File: config.mk
export PLATFORM = sky130hd
export DESIGN_NAME = usb_endpoint_b_control
export DESIGN_NICKNAME = d
export VERILOG_FILES = /design/src/pkg/endpoint_b_pkg.sv /design/src/verilog/usb_endpoint_b_control.sv
export VERILOG_INCLUDE_DIRS = /design/src /design/src/pkg
export SDC_FILE = /design/constraint.sdc
export NUM_CORES = 1
export LEC_CHECK = 0
export BUFFER_PORTS_ARGS = -buffer_cell sky130_fd_sc_hd__buf_2
export CAP_MARGIN = 20
export CORE_ASPECT_RATIO = 2
export CORE_MARGIN = 2
export CORE_UTILIZATION = 50
export DETAILED_ROUTE_END_ITERATION = 12
export PLACE_DENSITY_LB_ADDON = 0.15
export SYNTH_ARGS = -nofsm -noshare
export SYNTH_HDL_FRONTEND = slang
export SYNTH_SLANG_ARGS = --single-unit
File: constraint.sdc
create_clock -name clk -period 2.4 [get_ports clk]
set_clock_uncertainty 0.15 [all_clocks]
set_input_delay 0.36 -clock clk [delete_from_list [all_inputs] [get_ports clk]]
set_output_delay 0.36 -clock clk [all_outputs]
set_load 0.02 [all_outputs]
File: src/pkg/endpoint_b_cfg.svh
// constants for the endpoint b control block
// assumes inclusion by the package and the design file only
`ifndef ENDPOINT_B_CFG_SVH
`define ENDPOINT_B_CFG_SVH
`define EPB_OFS_DESC 32'hfff06064
`define EPB_OFS_CTRL 32'hfff06068
`define EPB_OFS_IEN 32'hfff0606c
`define EPB_OFS_ICLR 32'hfff06070
`define EPB_OFS_ISTAT 32'hfff06074
`define EPB_OFS_ADDR 32'hfff06078
`define EPB_OFS_LEN 32'hfff0607c
`define EPB_RESET_VAL 32'h00000000
`define EPB_KIND_HI 30
`define EPB_KIND_LO 29
`define TRANSFER_DIRECTION_BIT 28
`define MAX_PACKET_BYTES_HI 25
`define MAX_PACKET_BYTES_LO 16
`define ALTERNATE_SETTING_HI 15
`define ALTERNATE_SETTING_LO 12
`define INTERFACE_INDEX_HI 11
`define INTERFACE_INDEX_LO 8
`define CONFIGURATION_INDEX_HI 7
`define CONFIGURATION_INDEX_LO 4
`define ENDPOINT_NUMBER_HI 3
`define ENDPOINT_NUMBER_LO 0
`define ENDPOINT_CONTROL_ZERO 6
`define ENDPOINT_CONTROL_STLCLR 5
`define ENDPOINT_CONTROL_THRE 4
`define ENDPOINT_CONTROL_STL 3
`define ENDPOINT_CONTROL_RDY 2
`define ENDPOINT_CONTROL_FLUSH 1
`define ENDPOINT_CONTROL_ACT 0
`define EPB_EV_CF 5
`define EPB_EV_BUSERR 4
`define EPB_EV_DMA 3
`define EPB_EV_ALT 2
`define EPB_EV_TOKEN 1
`define EPB_EV_STALL 0
`define EPB_EV_W 6
`define EPB_LEN_W 20
`define EPB_THR_LOW 11'h010
`define EPB_THR_HIGH 11'h020
`define EPB_KIND_ISO 2'h3
`endif

File: src/pkg/endpoint_b_pkg.sv
// types shared by the endpoint b control block
// assumes the cfg header sits beside it on the include path
`include "endpoint_b_cfg.svh"
package endpoint_b_pkg;
  typedef struct packed {
    logic [3:0] endpointNumber;
    logic [3:0] configurationIndex;
    logic [3:0] interfaceIndex;
  } host_select_t;
  typedef struct packed {
    logic cf;
    logic busError;
    logic dmaDone;
    logic altSetting;
    logic token;
    logic stall;
  } events_t;
  typedef enum logic [1:0] {KIND_RSVD, KIND_BULK, KIND_INTR, KIND_ISO}
    transfer_kind_t;
endpackage : endpoint_b_pkg

File: src/verilog/usb_endpoint_b_control.sv
// endpoint b descriptor, control and event registers on avalon-mm
// assumes usb engine and dma engine on clk give one-cycle event pulses
// Contract
// - kind at 30:29, direction at 28
// - ten-bit max packet size at 25:16
// - alternate setting read-only, set by device
// - zero-length bit sends empty packet
// - write-one bit 5 releases stall, unreadable
// - iso dma threshold 16 or 32 free
// - control bit 3 stalls endpoint
// - enable bit 5 gates clear-feature event
// - enable bit 4 gates bus error
// - enable bit 3 gates dma done
// - enable bit 2 gates alternate setting
// - enable bit 1 gates token event
// - enable bit 0 gates stall event
// - clear register write-one-to-clear, write-only
// - clears touch only their own bits
// - status register shows pending events
`timescale 1ns/100ps
`default_nettype none
`include "endpoint_b_cfg.svh"
module usb_endpoint_b_control
  import endpoint_b_pkg::*;
(
  input wire logic clk,
  input wire logic reset_n,
  input wire logic [31:0] address,
  input wire logic read,
  input wire logic write,
  input wire logic [31:0] writedata,
  input wire logic [3:0] byteenable,
  output logic [31:0] readdata,
  output logic waitrequest,
  output logic [1:0] response,
  input wire host_select_t hostSelect,
  input wire logic altUpdate,
  input wire logic [3:0] altValue,
  input wire events_t eventIn,
  input wire logic [10:0] fifoFree,
  output logic endpointSelected,
  output logic stallActive,
  output logic zeroLengthSend,
  output logic dmaStart,
  output logic dmaGranted,
  output logic flushPulse,
  output logic [31:0] xferAddress,
  output logic [19:0] xferLength,
  output logic [1:0] transferKind,
  output logic transferDirection,
  output logic [9:0] maxPacketBytes,
  output logic eventPending
);
  logic [31:0] desc_reg;
  logic [6:0] ctrl_reg;
  logic [`EPB_EV_W-1:0] ien_reg;
  logic [`EPB_EV_W-1:0] stat_reg;
  logic [`EPB_EV_W-1:0] eventBits;
  logic [`EPB_EV_W-1:0] gatedEvents;
  logic descWr;
  logic ctrlWr;
  logic ienWr;
  logic iclrWr;
  logic addrWr;
  logic lenWr;
  logic [31:0] addr_reg;
  logic [`EPB_LEN_W-1:0] len_reg;
  logic stall_reg;
  logic ack_reg;
  logic flush_reg;
  logic [31:0] wmask;
  logic req;
  logic mapped;
  logic wrHit;
  logic [31:0] rdMux;

  // one wait cycle per access keeps read data registered
  assign req = (read | write) & ~ack_reg;
  assign waitrequest = (read | write) & ~ack_reg;
  assign wrHit = write & ack_reg;
  assign wmask = {{8{byteenable[3]}}, {8{byteenable[2]}},
                  {8{byteenable[1]}}, {8{byteenable[0]}}};

  // one decoded strobe per writable register, high only on the accepting edge
  assign descWr = wrHit && address == `EPB_OFS_DESC;
  assign ctrlWr = wrHit && address == `EPB_OFS_CTRL && byteenable[0];
  assign ienWr = wrHit && address == `EPB_OFS_IEN && byteenable[0];
  assign iclrWr = wrHit && address == `EPB_OFS_ICLR && byteenable[0];
  assign addrWr = wrHit && address == `EPB_OFS_ADDR;
  assign lenWr = wrHit && address == `EPB_OFS_LEN;
  assign eventBits = eventIn;

  always_ff @(posedge clk) begin
    if (!reset_n) begin
      ack_reg <= 1'b0;
    end else begin
      ack_reg <= req;
    end
  end

  always_comb begin
    mapped = 1'b1;
    rdMux = `EPB_RESET_VAL;
    unique case (address)
      `EPB_OFS_DESC: rdMux = desc_reg;
      // stall release bit is never stored, so it reads zero
      `EPB_OFS_CTRL: rdMux = {25'h0, ctrl_reg};
      `EPB_OFS_IEN: rdMux = {26'h0, ien_reg};
      `EPB_OFS_ICLR: rdMux = `EPB_RESET_VAL;
      `EPB_OFS_ISTAT: rdMux = {26'h0, stat_reg};
      `EPB_OFS_ADDR: rdMux = addr_reg;
      `EPB_OFS_LEN: rdMux = {12'h000, len_reg};
      default: mapped = 1'b0;
    endcase
  end

  always_ff @(posedge clk) begin
    if (!reset_n) begin
      readdata <= `EPB_RESET_VAL;
      response <= 2'h0;
    end else if (req) begin
      readdata <= read ? rdMux : `EPB_RESET_VAL;
      // unmapped addresses answer decode error
      response <= mapped ? 2'h0 : 2'h3;
    end
  end

  // descriptor: reserved bits 31, 27:26 stay zero
  always_ff @(posedge clk) begin
    if (!reset_n) begin
      desc_reg <= `EPB_RESET_VAL;
    end else begin
      if (descWr) begin
        desc_reg[`EPB_KIND_HI:`EPB_KIND_LO] <=
          (writedata[`EPB_KIND_HI:`EPB_KIND_LO] &
           wmask[`EPB_KIND_HI:`EPB_KIND_LO]) |
          (desc_reg[`EPB_KIND_HI:`EPB_KIND_LO] &
           ~wmask[`EPB_KIND_HI:`EPB_KIND_LO]);
        if (wmask[`TRANSFER_DIRECTION_BIT]) begin
          desc_reg[`TRANSFER_DIRECTION_BIT] <= writedata[`TRANSFER_DIRECTION_BIT];
        end
        desc_reg[`MAX_PACKET_BYTES_HI:`MAX_PACKET_BYTES_LO] <=
          (writedata[`MAX_PACKET_BYTES_HI:`MAX_PACKET_BYTES_LO] &
           wmask[`MAX_PACKET_BYTES_HI:`MAX_PACKET_BYTES_LO]) |
          (desc_reg[`MAX_PACKET_BYTES_HI:`MAX_PACKET_BYTES_LO] &
           ~wmask[`MAX_PACKET_BYTES_HI:`MAX_PACKET_BYTES_LO]);
        desc_reg[`INTERFACE_INDEX_HI:`ENDPOINT_NUMBER_LO] <=
          (writedata[`INTERFACE_INDEX_HI:`ENDPOINT_NUMBER_LO] &
           wmask[`INTERFACE_INDEX_HI:`ENDPOINT_NUMBER_LO]) |
          (desc_reg[`INTERFACE_INDEX_HI:`ENDPOINT_NUMBER_LO] &
           ~wmask[`INTERFACE_INDEX_HI:`ENDPOINT_NUMBER_LO]);
      end
      // only the host alternate-setting update writes this field; software descriptor writes never reach it
      if (altUpdate) begin
        desc_reg[`ALTERNATE_SETTING_HI:`ALTERNATE_SETTING_LO] <= altValue;
      end
    end
  end

  // control bits 6:0; bit 5 is a command, not state
  always_ff @(posedge clk) begin
    if (!reset_n) begin
      ctrl_reg <= 7'h00;
    end else if (ctrlWr) begin
      ctrl_reg <= writedata[6:0] & 7'h5f;
    end
  end

  // stall condition: set by bit 3 write, released by write-one to bit 5
  always_ff @(posedge clk) begin
    if (!reset_n) begin
      stall_reg <= 1'b0;
    end else if (ctrlWr) begin
      if (writedata[`ENDPOINT_CONTROL_STLCLR]) begin
        stall_reg <= 1'b0;
      end else if (writedata[`ENDPOINT_CONTROL_STL]) begin
        stall_reg <= 1'b1;
      end
    end
  end

  // flush is a one-cycle pulse on each write of bit 1
  always_ff @(posedge clk) begin
    if (!reset_n) begin
      flush_reg <= 1'b0;
    end else begin
      flush_reg <= ctrlWr && writedata[`ENDPOINT_CONTROL_FLUSH];
    end
  end

  always_ff @(posedge clk) begin
    if (!reset_n) begin
      ien_reg <= 6'h00;
    end else if (ienWr) begin
      ien_reg <= writedata[`EPB_EV_W-1:0];
    end
  end

  always_ff @(posedge clk) begin
    if (!reset_n) begin
      addr_reg <= `EPB_RESET_VAL;
    end else if (addrWr) begin
      addr_reg <= (writedata & wmask) | (addr_reg & ~wmask);
    end
  end

  always_ff @(posedge clk) begin
    if (!reset_n) begin
      len_reg <= 20'h00000;
    end else if (lenWr) begin
      len_reg <= (writedata[`EPB_LEN_W-1:0] & wmask[`EPB_LEN_W-1:0]) |
                 (len_reg & ~wmask[`EPB_LEN_W-1:0]);
    end
  end

  // pending events: a new event beats a clear in the same cycle
  genvar evIdx;
  generate
    for (evIdx = 0; evIdx < `EPB_EV_W; evIdx++) begin : g_event
      always_ff @(posedge clk) begin
        if (!reset_n) begin
          stat_reg[evIdx] <= 1'b0;
        end else if (eventBits[evIdx]) begin
          stat_reg[evIdx] <= 1'b1;
        end else if (iclrWr && writedata[evIdx]) begin
          stat_reg[evIdx] <= 1'b0;
        end
      end
      // a source reaches the pending output only through its enable
      assign gatedEvents[evIdx] = stat_reg[evIdx] & ien_reg[evIdx];
    end
  endgenerate

  always_ff @(posedge clk) begin
    if (!reset_n) begin
      eventPending <= 1'b0;
    end else begin
      eventPending <= |gatedEvents;
    end
  end

  assign transferKind = desc_reg[`EPB_KIND_HI:`EPB_KIND_LO];
  assign transferDirection = desc_reg[`TRANSFER_DIRECTION_BIT];
  assign maxPacketBytes = desc_reg[`MAX_PACKET_BYTES_HI:`MAX_PACKET_BYTES_LO];
  assign xferAddress = addr_reg;
  assign xferLength = len_reg;
  assign flushPulse = flush_reg;
  assign stallActive = stall_reg;
  assign endpointSelected = ctrl_reg[`ENDPOINT_CONTROL_ACT] &&
    hostSelect.endpointNumber == desc_reg[`ENDPOINT_NUMBER_HI:`ENDPOINT_NUMBER_LO] &&
    hostSelect.configurationIndex == desc_reg[`CONFIGURATION_INDEX_HI:`CONFIGURATION_INDEX_LO] &&
    hostSelect.interfaceIndex == desc_reg[`INTERFACE_INDEX_HI:`INTERFACE_INDEX_LO];
  assign zeroLengthSend = ctrl_reg[`ENDPOINT_CONTROL_ZERO] && endpointSelected;
  // dma may only touch memory once software marked it ready
  assign dmaGranted = ctrl_reg[`ENDPOINT_CONTROL_RDY] && !flush_reg;
  // non-iso endpoints start dma whenever dma is granted
  assign dmaStart = dmaGranted &&
    (transferKind != `EPB_KIND_ISO ||
     fifoFree > (ctrl_reg[`ENDPOINT_CONTROL_THRE] ? `EPB_THR_LOW
                                         : `EPB_THR_HIGH));
endmodule : usb_endpoint_b_control
`default_nettype wire

==> impl_metrics.py, run 1 <==
metrics = {
    "routing": {
        "avgRoutedWirePerCell_um": 18.1,
        "drc": 0,
        "num_vias": 5971,
        "wl_um": 18800,
        "first_pass_iters": 5,
        "first_iter_violations": 354,
        "via_per_inst": 5.76,
        "ant_nets": 0,
    },
    "placement": {
        "dp_worst_setup_slack_ps": -6.63,
        "io_buffer_count": 212,
        "dp_cells": 1004,
        "place.gp.congestion": 0.925,
        "place_area_um2": 7240,
        "dp_hpwl_um": 14200,
    },
    "global_routing": {
        "grt_usage": 0.297,
        "grt_first_pass_wirelength_um": 29500,
        "antenna_found_initial": 0,
        "grt_remaining_overflow": 0,
        "grt_max_degree": 75,
        "grt_pass1_vias": 5928,
    },
    "final_layout": {
        "mostFrequentLayoutCell": "buf_2",
        "post-route-util": 0.669,
        "seqCellArea_um2": 2720,
        "drive_gt1_frac": 0.352,
        "nFillCells": 1010,
        "fin_area_um2": 7830,
        "layout_common_cells": "buf_2 (211), dfxtp_1 (136), o21ai_0 (92)",
        "layout.nets": 986,
        "post_layout_nonfiller_instances": 1036,
        "multi_input_area_um2": 2880,
        "syn2layout_area_growth_pct": 30.9,
        "antenna_cells": 0,
    },
    "clocking": {
        "max-clock-path-buffers": 2,
        "cts.sinks": 136,
        "tritoncts": "built",
        "post_cts_resized": 0,
        "h-tree-depth": 4,
        "cts_made_buffers": 17,
        "clk_latency_ps": 420,
        "cts_setup_buffers": 0,
        "clk_pin_slew_ps": 60,
        "root_buffer": "clkbuf_16",
        "postCtsHoldBufs": 0,
    },
    "setup_path": {
        "critPathArrivalTime_ps": 1760,
        "worstSetupEndpoint": "zeroLengthSend",
        "r2r_end": "ien_reg[1]",
        "r2r-start": "ack_reg",
        "crit_required_ps": 1890,
        "crit_type": "reg2out",
        "start_kind": "flip-flop",
        "worstPathMaxFanout": 3,
        "regToRegSetupSlack_ps": 590,
        "rr_worst_depth": 5,
        "crit_path_end_kind": "output port",
    },
    "floorplanning": {
        "row_count": 56,
        "io_pins": 213,
        "initial_core_util": 0.511,
        "die_area_um2": 12900,
        "chipWidth_um": 81.4,
        "core_area_um2": 11700,
        "die_height_um": 159,
    },
    "yosys": {
        "synthesis.area_um2": 5980,
        "syn_nets": 786,
        "syn-instance-count": 678,
        "synth_ff_type": "dfxtp_1",
        "synth-seq-cells": 136,
        "syn_avg_cell_area_um2": 8.82,
        "yosys_warnings": 0,
        "yosysSeqAreaShare": 0.455,
        "synth_cell_types": 47,
        "ys_async_sr_fraction": 0,
        "synth_edf_count": 0,
    },
    "timing": {
        "hold-worst-slack_ps": 19.0,
        "fmax_mhz": 440,
        "finalHoldViolations": 0,
        "slew_violations": 0,
        "fin_setup_tns_ps": 0,
        "rsz0062_at_grt": "false",
        "timing.final.crit_share": 0.947,
        "worst_pin_slew_ps": 733,
        "finalSetupViolations": 0,
        "period_needed_ps": 2270,
        "timing.final.ws_setup_ps": 127,
        "slew_headroom": 0.512,
    },
    "worst_hold_path": {
        "holdCritPathClass": "in2reg",
        "hp-start": "writedata[4]",
    },
    "power": {
        "p_leak_nw": 3.60,
        "p_per_area_nw_per_um2": 663,
        "ir_drop_v": 0.000573,
        "power.total_mw": 5.19,
    },
    "run_status": {
        "status": "completed",
    },
    "flow_run": {
        "maxCapViolations": 0,
    },
}
[worst max-delay path, stage by stage, from the launching register on]
cell and delay, ps:
dfxtp_1 340, xor2_1 180, nor4_1 270, nand3_1 130
nor3_2 140, and2_1 150, buf_2 160
[how the worst min path moves through the flow]
stage / endpoint / slack, ps / depth (start not counted)
3_3_place_gp: readdata[16] / 280 / 2
4_1_cts: stat_reg[4] / 9 / 2
5_1_grt: desc_reg[14] / 30 / 3
2_1_floorplan: ctrl_reg[3] / 280 / 2
3_5_place_dp: readdata[8] / 290 / 2
6_report: stat_reg[4] / 20 / 2
[routing by layer]
metal	track usage	wire length [um]	up-vias
li1	-	-	2841
met1	0.300	6550	2821
met2	0.531	10200	237
met3	0.0523	904	72
met4	0.191	1150	0
met5	0	0	-
[Yosys cell counts, types with 2 or more instances]
| cell type | n | area (um^2) |
|---|---|---|
| a31oi_1 | 2 | 12.5 |
| a32o_1 | 2 | 20.0 |
| clkbuf_1 | 28 | 105 |
| nand2_1 | 83 | 312 |
| xnor2_1 | 8 | 70.1 |
| buf_6 | 3 | 33.8 |
| a41oi_1 | 6 | 52.6 |
| nand3_1 | 66 | 330 |
| dfxtp_1 | 136 | 2720 |
| nor4b_1 | 3 | 26.3 |
| nor2b_1 | 3 | 18.8 |
| a22o_1 | 16 | 140 |
| a21oi_1 | 23 | 115 |
| ha_1 | 2 | 25.0 |
| o21ai_0 | 92 | 460 |
| o31ai_1 | 2 | 15.0 |
| mux2_2 | 7 | 78.8 |
| nand4_4 | 7 | 149 |
| a22oi_1 | 15 | 113 |
| and2_1 | 5 | 31.3 |
| buf_1 | 6 | 22.5 |
| nor2_1 | 33 | 124 |
| nor4b_4 | 2 | 47.6 |
| a221oi_1 | 8 | 70.1 |
| nand4_1 | 14 | 87.6 |
| and3_1 | 10 | 62.6 |
| nor3_1 | 5 | 25.0 |
| xor2_1 | 4 | 35.0 |
| a31o_2 | 14 | 123 |
| inv_1 | 15 | 56.3 |
| mux2i_1 | 19 | 190 |
| buf_2 | 7 | 35.0 |
| buf_4 | 18 | 135 |
[cell type report]
| cell class | count | share of cell area |
|---|---|---|
| Clock buffer | 18 | 0.0561 |
| Clock inverter | 14 | 0.0187 |
| Inverter | 15 | 0.00719 |
| Multi-Input combinational cell | 464 | 0.367 |
| Sequential cell | 136 | 0.348 |
| Tap cell | 145 | 0.0232 |
| Timing Repair Buffer | 244 | 0.180 |
[power breakdown]
| group | switching, mW | total, mW | leakage [nW] | internal [mW] |
|---|---|---|---|---|
| clock | 1.03 | 2.59 | 0.283 | 1.56 |
| sequential | 0.0112 | 2.28 | 1.10 | 2.27 |
| combinational | 0.187 | 0.319 | 2.22 | 0.132 |
[kinds of logic after synthesis]
group                    synth area share
AO/OA/AOI/OAI                       0.192
XOR/XNOR                           0.0176
buffers and inverters              0.0657
adder cells (fa/ha/maj)           0.00418
AND/OR/NAND/NOR                     0.221
flip-flops                          0.455
multiplexers                       0.0450
Note: power is estimated with default switching activity, not from simulation.
==> inputs of run 2 (changes only) <==
--- a/config.mk
+++ b/config.mk
@@ -12,7 +12,7 @@
 export CORE_MARGIN = 2
 export CORE_UTILIZATION = 50
 export DETAILED_ROUTE_END_ITERATION = 12
-export PLACE_DENSITY_LB_ADDON = 0.15
+export PLACE_DENSITY = 0.88
 export SYNTH_ARGS = -nofsm -noshare
 export SYNTH_HDL_FRONTEND = slang
 export SYNTH_SLANG_ARGS = --single-unit
==> impl_metrics.py, run 2 (same netlist as run 1, synthesis figures left out) <==
metrics = {
    "timing": {
        "rsz0062_at_grt": "false",
        "slew_headroom": 0.661,
        "fmax_mhz": 436,
        "finalHoldViolations": 0,
        "hold-worst-slack_ps": 11.8,
        "timing.final.crit_share": 0.955,
        "period_needed_ps": 2290,
        "finalSetupViolations": 0,
        "worst_pin_slew_ps": 508,
        "slew_violations": 0,
    },
    "setup_path": {
        "worstPathMaxFanout": 3,
        "start_kind": "flip-flop",
        "critPathArrivalTime_ps": 1780,
        "regToRegSetupSlack_ps": 700,
        "crit_type": "reg2out",
        "crit_required_ps": 1890,
        "crit_path_end_kind": "output port",
    },
    "worst_hold_path": {
        "holdCritPathClass": "in2reg",
    },
    "global_routing": {
        "grt_pass1_vias": 5763,
        "grt_remaining_overflow": 0,
        "grt_max_degree": 75,
        "antenna_found_initial": 1,
        "grt_usage": 0.287,
        "grt_first_pass_wirelength_um": 28400,
    },
    "routing": {
        "drc": 0,
        "wl_um": 18500,
        "first_iter_violations": 315,
        "avgRoutedWirePerCell_um": 17.9,
        "ant_nets": 0,
        "via_per_inst": 5.68,
        "num_vias": 5870,
        "first_pass_iters": 5,
    },
    "final_layout": {
        "syn2layout_area_growth_pct": 30.3,
        "fin_area_um2": 7800,
        "drive_gt1_frac": 0.350,
        "layout.nets": 984,
        "mostFrequentLayoutCell": "buf_2",
        "layout_common_cells": "buf_2 (211), dfxtp_1 (136), o21ai_0 (92)",
    },
    "power": {
        "p_leak_nw": 3.58,
        "p_per_area_nw_per_um2": 676,
        "power.total_mw": 5.27,
        "ir_drop_v": 0.000543,
    },
    "placement": {
        "dp_hpwl_um": 13900,
        "place_area_um2": 7180,
        "place.gp.congestion": 0.943,
        "io_buffer_count": 212,
    },
    "floorplanning": {
        "chipWidth_um": 81.4,
        "initial_core_util": 0.511,
        "core_area_um2": 11700,
        "die_area_um2": 12900,
        "die_height_um": 159,
        "row_count": 56,
        "io_pins": 213,
    },
    "clocking": {
        "max-clock-path-buffers": 2,
        "cts.sinks": 136,
        "h-tree-depth": 4,
        "root_buffer": "clkbuf_16",
        "tritoncts": "built",
        "clk_pin_slew_ps": 60,
        "clk_latency_ps": 410,
        "cts_made_buffers": 17,
        "cts_setup_buffers": 0,
    },
    "run_status": {
        "status": "completed",
    },
    "flow_run": {
        "maxCapViolations": 0,
    },
}
[run 2: cell count changes in the layout (fill, tap and decap cells not counted), sizes merged]
cell | before | now
buf | 244 | 242
bufinv | 2 | 3
clkinv | 6 | 3
clkinvlp | 3 | 4
diode | 0 | 1
[run 2: area by class of cell]
class                           count  area, um^2
Fill cell                         952        3900
Timing Repair Buffer              242        1350
Inverter                           15        56.3
Sequential cell                   136        2720
Clock inverter                     13         169
Tap cell                          145         181
Antenna cell                        1        2.50
Clock buffer                       18         439
Multi-Input combinational cell    464        2880
[run 2: worst max-delay path, cell delays in order (launching register included)]
cell and delay, ps:
dfxtp_1 360, xor2_1 170, nor4_1 260, nand3_1 120, nor3_2 150, and2_1 150, buf_2 170
[run 2: path summary, 6_finish.rpt]
kind                                   start  cells after the start        endpoint
worst max-delay path               flip-flop                      6  zeroLengthSend
worst min-delay path            writedata[2]                      2     stat_reg[2]
worst max register to register       ack_reg                      4       flip-flop
worst min register to register  readdata[18]                      2    readdata[18]
[run 2: timing repair]
action | in CTS | in global routing
setup endpoints to repair | 0 | 1
gates resized for setup | 0 | 1
hold buffers | 0 | 0
[run 2: metal layers]
metal,routed length (um),global-route usage
met1,6460,0.283
met2,9860,0.511
met3,936,0.0438
met4,1260,0.213
met5,0,0
[run 2: power breakdown]
part           switching, mW  total (mW)  internal, mW
Combinational          0.182       0.309         0.127
Clock                   1.01        2.67          1.67
Sequential            0.0144        2.29          2.27
Total                   1.20        5.27          4.06
[run 2: stage by stage]
stage               setup WS, ps  utilization  instances  TNS (ps)
floorplan                    204            -        678         0
global placement            58.1        0.614       1002         0
detailed placement         -3.63        0.614       1002     -3.63
CTS                         19.8        0.666       1033         0
global route                10.9        0.666       1034         0
finish                       108        0.666       1034         0
